[src/verilog/gauge_cfg_pkg.sv]
package gauge_cfg_pkg;

    // Register word offsets (byte addresses)
    localparam logic [3:0] OFS_MAIN = 4'h0;
    localparam logic [3:0] OFS_SEC = 4'h4;
    localparam logic [3:0] OFS_DBG = 4'h8;
    localparam logic [3:0] OFS_TIME = 4'hC;

    // Main option word fields
    localparam int MAIN_RESERVE_NOLOAD_COMP = 15;
    localparam int MAIN_GOOD_OVR = 14;
    localparam int MAIN_REM_IRQ = 13;
    localparam int MAIN_PFC_HI = 12;
    localparam int MAIN_PFC_LO = 11;
    localparam int MAIN_WAKE_RANGE = 10;
    localparam int MAIN_RSNS_HI = 9;
    localparam int MAIN_RSNS_LO = 8;
    localparam int MAIN_FOCV = 7;
    localparam int MAIN_SLEEP = 5;
    localparam int MAIN_LOAD_FULL = 4;
    localparam int MAIN_IRQ_POL = 3;
    localparam int MAIN_GOOD_POL = 2;
    localparam int MAIN_LOW_POL = 1;
    localparam int MAIN_TEMP_SRC = 0;

    // Secondary option byte fields
    localparam int SEC_TEMP_WR = 7;
    localparam int SEC_INS_DET = 6;
    localparam int SEC_GND_SEL = 4;
    localparam int SEC_GOOD_INIT = 3;
    localparam int SEC_WR_IND_PIN = 2;

    // Debug option byte: only the low three bits exist
    localparam logic [7:0] DBG_MASK = 8'h07;

    // Reset values
    localparam logic [15:0] MAIN_RESET = 16'h0973;
    localparam logic [7:0] SEC_RESET = 8'h53;
    localparam logic [7:0] DBG_RESET = 8'h00;
    localparam logic [2:0] BUS_TO_RESET = 3'h4;
    localparam logic [7:0] WR_WAIT_RESET = 8'h00;

    // Timing
    localparam int CLK_HZ = 100_000_000;
    localparam int PULSE_US = 1000;
    localparam int PULSE_CYC = PULSE_US * (CLK_HZ / 1_000_000);
    localparam int WAIT_UNIT_US = 5;
    localparam int WAIT_UNIT_CYC = WAIT_UNIT_US * (CLK_HZ / 1_000_000);
    localparam int BUS_TO_UNIT_MS = 500;
    localparam int BUS_TO_UNIT_CYC = BUS_TO_UNIT_MS * (CLK_HZ / 1000);

    typedef enum logic [1:0] {
        DV_AVERAGED,
        DV_INSTANT,
        DV_MINIMUM,
        DV_UNUSED
    } delta_sel_t;

    // Measurement inputs
    typedef struct packed {
        logic [15:0] voltage_mv;
        logic [15:0] sdown_clear_mv;
        logic [15:0] final_mv;
        logic signed [15:0] sense_uv;
        logic [15:0] avg_current_ma;
        logic [15:0] sleep_current_ma;
    } meas_t;

    // Gauge events
    typedef struct packed {
        logic sdown_set;
        logic removal;
        logic first_ocv;
        logic termination;
        logic init_active;
        logic hib_by_voltage;
        logic low_power;
        logic good_level;
        logic low_level;
        logic soc_level;
        logic bus_active;
        logic flash_req;
        logic host_temp_wr;
        logic host_detect_cmd;
        logic self_detect;
    } evt_t;

    // Decoded controls toward the gauge core
    typedef struct packed {
        logic reserve_noload_comp;
        logic [1:0] pin_function_mode;
        logic load_full_on_termination;
        logic temp_source_select;
        logic adc_ground_select;
        delta_sel_t delta_sel;
        logic sleep_allowed;
        logic host_temp_accept;
        logic battery_detected;
    } ctrl_t;

endpackage : gauge_cfg_pkg

[src/verilog/gauge_config_option_bank.sv]
// Functional notes
// Clear set shutdown flag above clear threshold
// Force charge level zero at final voltage
// Bit 15 enables no-load reserve compensation
// Bit 14 holds good output in voltage-hibernate
// Bit 13 pulses charge interrupt 1 ms on removal
// Bits 12,11 decode pin function mode 0-2
// Wake interrupt on threshold cross while asleep
// Resistor bits zero disable wake; else threshold table
// Bit 7 pulses charge interrupt on first OCV
// Bit 5 allows sleep at low average current
// Bit 4 loads full capacity on termination
// Bit 3 sets charge interrupt polarity
// Bit 2 sets battery-good polarity
// Bit 0 selects external or internal temperature
// Bus timeout zero none, else n times 0.5 s
// Flash write waits count times 5 us
// Secondary bit 7 accepts host temperature writes
// Secondary bit 6 off: host sets detected bit
// Secondary bit 4 selects ADC ground pin
// Secondary bit 3 allows good output during init
// Secondary bit 2 selects flash-write indicator pin
// Debug bits 1,0 select delta voltage method
// Debug reserved bits read zero, ignore writes
//
// Implementation choices: the register addresses and the Avalon-MM register port.
`timescale 1ns/1ns
`default_nettype none
module gauge_config_option_bank #(
    parameter int PULSE_CYCLES = gauge_cfg_pkg::PULSE_CYC,
    parameter int BUS_TO_UNIT_CYCLES = gauge_cfg_pkg::BUS_TO_UNIT_CYC
) (
    // Clock and reset
    input wire logic CLK_SYS_IN,
    input wire logic RST_N_IN,
    input wire logic CLK_EN_IN,
    // Avalon-MM slave
    input wire logic [3:0] AVS_ADDRESS_IN,
    input wire logic AVS_READ_IN,
    input wire logic AVS_WRITE_IN,
    input wire logic [31:0] AVS_WRITEDATA_IN,
    input wire logic [3:0] AVS_BYTEENABLE_IN,
    output logic [31:0] AVS_READDATA_OUT,
    output logic AVS_WAITREQUEST_OUT,
    // Gauge side
    input wire gauge_cfg_pkg::meas_t MEAS_IN,
    input wire gauge_cfg_pkg::evt_t EVT_IN,
    output gauge_cfg_pkg::ctrl_t CTRL_OUT,
    output logic SYSTEM_SHUTDOWN_FLAG_OUT,
    output logic SOC_ZERO_OUT,
    output logic WAKE_IRQ_OUT,
    output logic FLASH_WRITE_GO_OUT,
    output logic BUS_TIMEOUT_OUT,
    // Pins
    output logic CHARGE_IRQ_OUT,
    output logic BATTERY_GOOD_OUT,
    output logic BATTERY_LOW_OUT
);
    import gauge_cfg_pkg::*;

    logic [15:0] main_q;
    logic [7:0] sec_q;
    logic [7:0] dbg_q;
    logic [2:0] bus_to_q;
    logic [7:0] wr_wait_q;
    logic ack_q;
    logic [31:0] rdata_d;
    logic [31:0] wdata_m;
    logic hit_main, hit_sec, hit_dbg, hit_time;
    logic wr_go;
    logic sdown_q, soc_zero_q, wake_q, detected_q;
    logic [31:0] pulse_cnt_q;
    logic [31:0] wait_cnt_q;
    logic [31:0] to_cnt_q;
    logic [15:0] wake_th;
    logic [15:0] sense_abs;
    logic wake_cross;
    logic irq_act, good_act, low_act, ind_act;
    logic goq, loq, ciq, fgo_q, to_q;

    typedef enum {FW_IDLE, FW_WAIT, FW_GO} fw_state_t;
    fw_state_t fw_q;

    // One wait state per access: ack follows the request by one edge
    assign AVS_WAITREQUEST_OUT = (AVS_READ_IN | AVS_WRITE_IN) & ~ack_q;
    assign hit_main = AVS_ADDRESS_IN == OFS_MAIN;
    assign hit_sec = AVS_ADDRESS_IN == OFS_SEC;
    assign hit_dbg = AVS_ADDRESS_IN == OFS_DBG;
    assign hit_time = AVS_ADDRESS_IN == OFS_TIME;
    // A write lands only on the edge where waitrequest is seen low
    assign wr_go = CLK_EN_IN & AVS_WRITE_IN & ack_q;

    always_comb begin
        for (int i = 0; i < 4; i++) begin
            wdata_m[i*8 +: 8] = AVS_BYTEENABLE_IN[i] ?
                AVS_WRITEDATA_IN[i*8 +: 8] : 8'h00;
        end
    end

    always_ff @(posedge CLK_SYS_IN or negedge RST_N_IN) begin
        if (!RST_N_IN) begin
            ack_q <= 1'b0;
        end else if (CLK_EN_IN) begin
            ack_q <= (AVS_READ_IN | AVS_WRITE_IN) & ~ack_q;
        end
    end

    always_ff @(posedge CLK_SYS_IN or negedge RST_N_IN) begin
        if (!RST_N_IN) begin
            main_q <= MAIN_RESET;
            sec_q <= SEC_RESET;
            dbg_q <= DBG_RESET;
            bus_to_q <= BUS_TO_RESET;
            wr_wait_q <= WR_WAIT_RESET;
        end else if (wr_go) begin
            if (hit_main) begin
                if (AVS_BYTEENABLE_IN[0]) main_q[7:0] <= wdata_m[7:0];
                if (AVS_BYTEENABLE_IN[1]) main_q[15:8] <= wdata_m[15:8];
            end
            if (hit_sec && AVS_BYTEENABLE_IN[0]) begin
                sec_q <= wdata_m[7:0];
            end
            if (hit_dbg && AVS_BYTEENABLE_IN[0]) begin
                dbg_q <= wdata_m[7:0] & DBG_MASK;
            end
            if (hit_time) begin
                if (AVS_BYTEENABLE_IN[0]) bus_to_q <= wdata_m[2:0];
                if (AVS_BYTEENABLE_IN[1]) wr_wait_q <= wdata_m[15:8];
            end
        end
    end

    always_comb begin
        rdata_d = 32'h0000_0000;
        case (AVS_ADDRESS_IN)
            OFS_MAIN: rdata_d = {16'h0000, main_q};
            OFS_SEC: rdata_d = {24'h000000, sec_q};
            OFS_DBG: rdata_d = {24'h000000, dbg_q & DBG_MASK};
            OFS_TIME: rdata_d = {16'h0000, wr_wait_q, 5'h00, bus_to_q};
            default: rdata_d = 32'h0000_0000;
        endcase
    end

    always_ff @(posedge CLK_SYS_IN or negedge RST_N_IN) begin
        if (!RST_N_IN) begin
            AVS_READDATA_OUT <= 32'h0000_0000;
        end else if (CLK_EN_IN && AVS_READ_IN && !ack_q) begin
            AVS_READDATA_OUT <= rdata_d;
        end
    end

    // Shutdown flag: set by the gauge, cleared only once set
    always_ff @(posedge CLK_SYS_IN or negedge RST_N_IN) begin
        if (!RST_N_IN) begin
            sdown_q <= 1'b0;
        end else if (CLK_EN_IN) begin
            if (EVT_IN.sdown_set) begin
                sdown_q <= 1'b1;
            end else if (sdown_q &&
                         MEAS_IN.voltage_mv > MEAS_IN.sdown_clear_mv) begin
                sdown_q <= 1'b0;
            end
        end
    end

    always_ff @(posedge CLK_SYS_IN or negedge RST_N_IN) begin
        if (!RST_N_IN) begin
            soc_zero_q <= 1'b0;
        end else if (CLK_EN_IN) begin
            soc_zero_q <= MEAS_IN.voltage_mv <= MEAS_IN.final_mv;
        end
    end

    // Wake threshold in microvolts
    always_comb begin
        case ({main_q[MAIN_RSNS_HI], main_q[MAIN_RSNS_LO],
               main_q[MAIN_WAKE_RANGE]})
            3'b010: wake_th = 16'h04E2;
            3'b011: wake_th = 16'h09C4;
            3'b100: wake_th = 16'h09C4;
            3'b101: wake_th = 16'h1388;
            3'b110: wake_th = 16'h1388;
            3'b111: wake_th = 16'h2710;
            default: wake_th = 16'h0000;
        endcase
    end

    assign sense_abs = MEAS_IN.sense_uv[15] ? 16'(-MEAS_IN.sense_uv)
                                            : MEAS_IN.sense_uv;
    assign wake_cross = (wake_th != 16'h0000) && (sense_abs >= wake_th);

    always_ff @(posedge CLK_SYS_IN or negedge RST_N_IN) begin
        if (!RST_N_IN) begin
            wake_q <= 1'b0;
        end else if (CLK_EN_IN) begin
            wake_q <= EVT_IN.low_power & wake_cross;
        end
    end

    // Detected bit: self detection or host command
    always_ff @(posedge CLK_SYS_IN or negedge RST_N_IN) begin
        if (!RST_N_IN) begin
            detected_q <= 1'b0;
        end else if (CLK_EN_IN) begin
            if (EVT_IN.removal) begin
                detected_q <= 1'b0;
            end
            if (sec_q[SEC_INS_DET] ? EVT_IN.self_detect
                                   : EVT_IN.host_detect_cmd) begin
                detected_q <= 1'b1;
            end
        end
    end

    // Charge-interrupt pulse; a new event restarts the full width
    always_ff @(posedge CLK_SYS_IN or negedge RST_N_IN) begin
        if (!RST_N_IN) begin
            pulse_cnt_q <= 32'h0000_0000;
        end else if (CLK_EN_IN) begin
            if ((EVT_IN.removal && main_q[MAIN_REM_IRQ]) ||
                (EVT_IN.first_ocv && main_q[MAIN_FOCV])) begin
                pulse_cnt_q <= 32'(PULSE_CYCLES);
            end else if (pulse_cnt_q != 32'h0000_0000) begin
                pulse_cnt_q <= pulse_cnt_q - 32'h0000_0001;
            end
        end
    end

    // Flash write: indicate, wait count x 5 us, then go
    always_ff @(posedge CLK_SYS_IN or negedge RST_N_IN) begin
        if (!RST_N_IN) begin
            fw_q <= FW_IDLE;
            wait_cnt_q <= 32'h0000_0000;
        end else if (CLK_EN_IN) begin
            case (fw_q)
                FW_IDLE: begin
                    if (EVT_IN.flash_req) begin
                        fw_q <= FW_WAIT;
                        wait_cnt_q <= 32'(wr_wait_q) * 32'(WAIT_UNIT_CYC);
                    end
                end
                FW_WAIT: begin
                    if (wait_cnt_q == 32'h0000_0000) begin
                        fw_q <= FW_GO;
                    end else begin
                        wait_cnt_q <= wait_cnt_q - 32'h0000_0001;
                    end
                end
                FW_GO: begin
                    if (!EVT_IN.flash_req) begin
                        fw_q <= FW_IDLE;
                    end
                end
                default: fw_q <= FW_IDLE;
            endcase
        end
    end

    // Bus timeout counts while a transaction stays active
    always_ff @(posedge CLK_SYS_IN or negedge RST_N_IN) begin
        if (!RST_N_IN) begin
            to_cnt_q <= 32'h0000_0000;
            to_q <= 1'b0;
        end else if (CLK_EN_IN) begin
            if (!EVT_IN.bus_active || bus_to_q == 3'h0) begin
                to_cnt_q <= 32'h0000_0000;
                to_q <= 1'b0;
            end else if (to_cnt_q ==
                         32'(bus_to_q) * 32'(BUS_TO_UNIT_CYCLES)) begin
                to_q <= 1'b1;
            end else begin
                to_cnt_q <= to_cnt_q + 32'h0000_0001;
            end
        end
    end

    assign ind_act = fw_q != FW_IDLE;
    assign irq_act = EVT_IN.soc_level || pulse_cnt_q != 32'h0000_0000 ||
                     (ind_act && !sec_q[SEC_WR_IND_PIN]);
    assign low_act = EVT_IN.low_level ||
                     (ind_act && sec_q[SEC_WR_IND_PIN]);
    assign good_act = EVT_IN.init_active ? sec_q[SEC_GOOD_INIT] :
                      (EVT_IN.good_level ||
                       (main_q[MAIN_GOOD_OVR] &&
                        EVT_IN.hib_by_voltage));

    // Pins registered so polarity changes never glitch
    always_ff @(posedge CLK_SYS_IN or negedge RST_N_IN) begin
        if (!RST_N_IN) begin
            ciq <= 1'b1;
            goq <= 1'b1;
            loq <= 1'b0;
            fgo_q <= 1'b0;
        end else if (CLK_EN_IN) begin
            ciq <= irq_act ~^ main_q[MAIN_IRQ_POL];
            goq <= good_act ~^ main_q[MAIN_GOOD_POL];
            loq <= low_act ~^ main_q[MAIN_LOW_POL];
            // Go drops on the first edge after the request falls, not a cycle later still
            fgo_q <= (fw_q == FW_GO) && EVT_IN.flash_req;
        end
    end

    always_comb begin
        CTRL_OUT.reserve_noload_comp = main_q[MAIN_RESERVE_NOLOAD_COMP];
        case ({main_q[MAIN_PFC_HI], main_q[MAIN_PFC_LO]})
            2'b00: CTRL_OUT.pin_function_mode = 2'h0;
            2'b01: CTRL_OUT.pin_function_mode = 2'h1;
            2'b10: CTRL_OUT.pin_function_mode = 2'h2;
            default: CTRL_OUT.pin_function_mode = 2'h1;
        endcase
        CTRL_OUT.load_full_on_termination =
            main_q[MAIN_LOAD_FULL] & EVT_IN.termination;
        CTRL_OUT.temp_source_select = main_q[MAIN_TEMP_SRC];
        CTRL_OUT.adc_ground_select = sec_q[SEC_GND_SEL];
        CTRL_OUT.delta_sel = delta_sel_t'(dbg_q[1:0]);
        CTRL_OUT.sleep_allowed = main_q[MAIN_SLEEP] &&
            MEAS_IN.avg_current_ma <= MEAS_IN.sleep_current_ma;
        CTRL_OUT.host_temp_accept =
            sec_q[SEC_TEMP_WR] & EVT_IN.host_temp_wr;
        CTRL_OUT.battery_detected = detected_q;
    end

    assign SYSTEM_SHUTDOWN_FLAG_OUT = sdown_q;
    assign SOC_ZERO_OUT = soc_zero_q;
    assign WAKE_IRQ_OUT = wake_q;
    assign FLASH_WRITE_GO_OUT = fgo_q;
    assign BUS_TIMEOUT_OUT = to_q;
    assign CHARGE_IRQ_OUT = ciq;
    assign BATTERY_GOOD_OUT = goq;
    assign BATTERY_LOW_OUT = loq;

endmodule : gauge_config_option_bank
`default_nettype wire

[config.mk]
export PLATFORM = sky130hd
export DESIGN_NAME = gauge_config_option_bank
export DESIGN_NICKNAME = d
export VERILOG_FILES = /design/src/verilog/gauge_cfg_pkg.sv /design/src/verilog/gauge_config_option_bank.sv
export SDC_FILE = /design/constraint.sdc
export NUM_CORES = 1
export LEC_CHECK = 0
export ABC_AREA = 1
export BUFFER_PORTS_ARGS = -buffer_cell sky130_fd_sc_hd__buf_2
export CAP_MARGIN = 20
export CORE_AREA = 2 2 126 219
export DETAILED_ROUTE_END_ITERATION = 8
export DIE_AREA = 0 0 128 221
export PLACE_DENSITY = 0.8
export REMOVE_ABC_BUFFERS = 1
export SETUP_SLACK_MARGIN = 0.05
export SLEW_MARGIN = 10
export SYNTH_ARGS = -nofsm -noshare
export SYNTH_HDL_FRONTEND = slang
export SYNTH_SLANG_ARGS = --single-unit
[constraint.sdc]
create_clock -name CLK_SYS_IN -period 6.9 [get_ports CLK_SYS_IN]
set_clock_uncertainty 0.15 [all_clocks]
set_input_delay 1.035 -clock CLK_SYS_IN [delete_from_list [all_inputs] [get_ports CLK_SYS_IN]]
set_output_delay 1.035 -clock CLK_SYS_IN [all_outputs]
set_load 0.01 [all_outputs]
==> summary.txt <==
Outcome
  – Status: completed

Synthesis
  – Post-synth top area share: 26.8%
  – Area contributors post-synth: dfrtp_1, nand2_1, ha_1
  – Post-synth EDFFs: 0
  – Syn_area_per_cell: 7.05 sq um
  – Top cell type by total area after synthesis: dfrtp_1
  – Post-Syn Area: 13800 sq um
  – Seq cells post-synth: 162
  – Synth unique cells: 59
  – Seq/Total Area, Yosys: 29.5%
  – Synth warn: 0
  – Top FF cell, synth: dfrtp_1
  – Post-synth ARST share: 100%
  – Gate Count Post-Synth: 1960

Floorplanning
  – Core Box Area: 26500 sq um
  – Initial core utilization: 52.2%
  – Die height: 221 um
  – # rows: 79
  – # IOs: 208
  – Die area: 28300 sq um
  – Die X: 128 um

Timing
  – Final min period: 4560 ps
  – Unrepaired setup endpoints after global routing: no
  – Final Slew Violations: 0
  – Total negative slack: 0 ps
  – Max_slew headroom: 31.4%
  – Worst-margin pin slew: 1030 ps
  – Hold Fails Final Rpt: 0
  – Period utilization: 66.2%
  – Fmax: 219 MHz
  – Setup violators final: 0

Cells and area
  – Final nets: 2395
  – Fin util: 58.1%
  – Layout cell share with drive strength beyond 1: 11.6%
  – Area of the multi-input gates: 8220 sq um
  – Fin cells: 2437
  – Ant. Diodes: 0
  – Fillers: 2442
  – Synth-to-Final Area Change: 11.4%
  – Storage cell area: 4070 sq um

Routing
  – Drt total wl: 39800 um
  – Uppermost layer routed: met4
  – Routed Antenna Nets: 0
  – First-pass detailed-route iteration total: 5
  – Vias per cell: 5.47
  – Wl on met1: 14200 um
  – Metal2 WL: 20700 um
  – Initial DRC Count: 861
  – WL per Instance: 16.3 um
  – DR DRC count: 0
  – Vias post-DR: 13300
  – Met3 wire length: 2050 um

Critical path
  – Critical path depth in cells: 14
  – Worst setup EP type: register
  – Worst path bufs/invs: 2
  – Max stage delay on crit path: 590 ps
  – Critical Path AT: 4730 ps
  – Crit path max fanout: 7
  – Slowest-stage cell, CP: fa_1
  – CP Launch Type: register
  – CP Class: register to register
  – Worst path required time: 7070 ps
  – FF-to-FF path depth: 14
  – Most used cell, CP: fa_1
  – Crit-path cells: fa_1, inv_1, fa_1, fa_1, fa_1, inv_1, ha_1, a21oi_1, a21boi_0, o21ai_0, o21ai_0, o31ai_1, nand2_1, nand2_1
  – CP delay by family, top: adder cells

Global route
  – GRT Overall Usage: 28.6%
  – Overflow after GRT: 0
  – Vias in the first global route: 13100
  – First-pass GRT wire length: 64200 um
  – Initial antenna violation count: 0
  – Largest net degree at the start of global routing: 100

Placed design
  – DP Cell Count: 2404
  – Routability cong.: 0.972
  – IO Port Bufs: 173
  – HPWL after detailed placement: 31400 um

Clocking
  – Reg clk slew, reported paths: 70 ps
  – CTS tree: done
  – Clock sinks: 162
  – Post_cts resized: 0
  – Worst skew pair latency: 440 ps
  – TritonCTS buffer count: 17
  – H-Tree Level Count: 4
  – CTS Root Cell: clkbuf_16
  – CTS Hold Bufs: 0
  – Postcts setup bufs: 0
  – Clk buf depth: 2

Hold path
  – Hold path depth: 2
  – Worst Hold Class: register to register

Power and ir drop
  – Max rail drop VDD: 0.206 mV
  – Power density over the cells: 206 nW/um^2
  – Clock power share: 30.6%
  – Sw Share: 37.7%
  – Leak pwr: 8.28 nW
  – Internal: 1.98 mW
  – Sw power: 1.20 mW
  – Logic pwr share: 32.1%
  – Reg power frac: 37.3%

Job
  – Max_cap viols: 0
-- power groups by stage --
stage	clock network (mW)	logic (mW)	registers, mW
6_report	0.971	1.02	1.18
3_3_place_gp	0	0.987	1.19
2_1_floorplan	0	0.717	1.17
5_1_grt	1.01	1.17	1.20
4_1_cts	0.980	1.02	1.18
3_5_place_dp	0	1.01	1.20
-- worst reg2reg max path: stages (launching register included) --
cell and delay [ps]:
dfrtp_1 520, fa_1 590, inv_1 50, fa_1 550, fa_1 450, fa_1 510
inv_1 40, ha_1 350, a21oi_1 210, a21boi_0 290, o21ai_0 190, o21ai_0 270
o31ai_1 120, nand2_1 80, nand2_1 70
-- layer usage --
layer  vias up  global-route usage (%)
li1       6582                       -
met1      6146                    29.3
met2       468                    52.1
met3       130                    4.62
met4         0                    19.7
met5         -                       0
-- sequential cells by signal (all words and copies together), names as in the netlist, 2 cells and up --
name and count:
wait_cnt_q 32, AVS_READDATA_OUT 16, sec_q 8, wr_wait_q 8, dbg_q 3, pulse_cnt_q 32
bus_to_q 3, fw_q 2, to_cnt_q 32, main_q 16
-- cell usage after synthesis (all sizes together), types with 2 or more instances --
| cell type | instances |
|---|---|
| a31oi | 7 |
| ha | 114 |
| nor4 | 6 |
| and3 | 2 |
| fa | 25 |
| nor2 | 209 |
| o21a | 4 |
| nand2 | 472 |
| a22oi | 2 |
| nand3b | 4 |
| nor3b | 3 |
| o221ai | 3 |
| o21bai | 2 |
| o22ai | 5 |
| o21ai | 122 |
| a221oi | 3 |
| xor2 | 65 |
| nand3 | 118 |
| xnor2 | 23 |
| o211ai | 3 |
| o31ai | 25 |
| clkbuf | 31 |
| dfrtp | 148 |
| dfstp | 14 |
| nand4 | 76 |
| a21oi | 67 |
| buf | 45 |
| nor3 | 34 |
| inv | 307 |
| a21boi | 5 |
| clkinv | 3 |
-- worst paths after layout --
kind,from,end,slack (ps)
setup / recovery,wr_wait_q[1],wait_cnt_q[12],2340
hold / removal,CHARGE_IRQ_OUT,CHARGE_IRQ_OUT,330
setup reg to reg,wr_wait_q[1],wait_cnt_q[12],2340
hold reg to reg,CHARGE_IRQ_OUT,CHARGE_IRQ_OUT,330
max in group asynchronous,RST_N_IN,pulse_cnt_q[24],4650
min in group asynchronous,RST_N_IN,main_q[12],550
-- cell families (layout without fill, tap and decap cells) --
kind of cell,Yosys count,in the layout,share of synthesized area (%)
other cells,1,16,0.0271
fa+ha+maj,139,139,13.9
compound gates,255,255,10.6
flops,162,162,29.5
buf+inv,386,524,11.5
xor+xnor,88,88,5.58
simple gates,928,928,28.8
mux,1,1,0.0815
-- cell type report --
type | count | share of cell area (%)
multi-input cells | 1427 | 53.4
flip-flops and latches | 162 | 26.4
inverters | 310 | 7.56
repair buffers | 182 | 6.15
clock buffers | 19 | 2.88
well taps | 324 | 2.63
clock inverters | 13 | 0.967
-- per-stage QoR --
stage               area (sq um)  hold slack, ps  power [mW]  setup WS (ps)
global placement           14800             304        2.18           2500
detailed placement         14800             315        2.21           2380
CTS                        15400             327        3.18           2360
finish                     15400             328        3.17           2340
floorplan                  13500             303        1.88           2680
global route               15400             351        3.38           2050
-- cells in the final DEF (no fill, tap or decap), types with 8 or more instances in the layout --
cell,n
xnor2_1,23
ha_1,114
fa_1,25
o21ai_0,117
conb_1,16
xor2_1,65
nor3_1,31
clkbuf_16,17
o31ai_1,25
buf_2,172
nand2_1,469
inv_1,306
nor2_1,204
a21oi_1,65
dfstp_2,14
buf_4,8
nand4_1,76
nand3_1,117
dfrtp_1,148
Power figures use the tool's default switching activity.
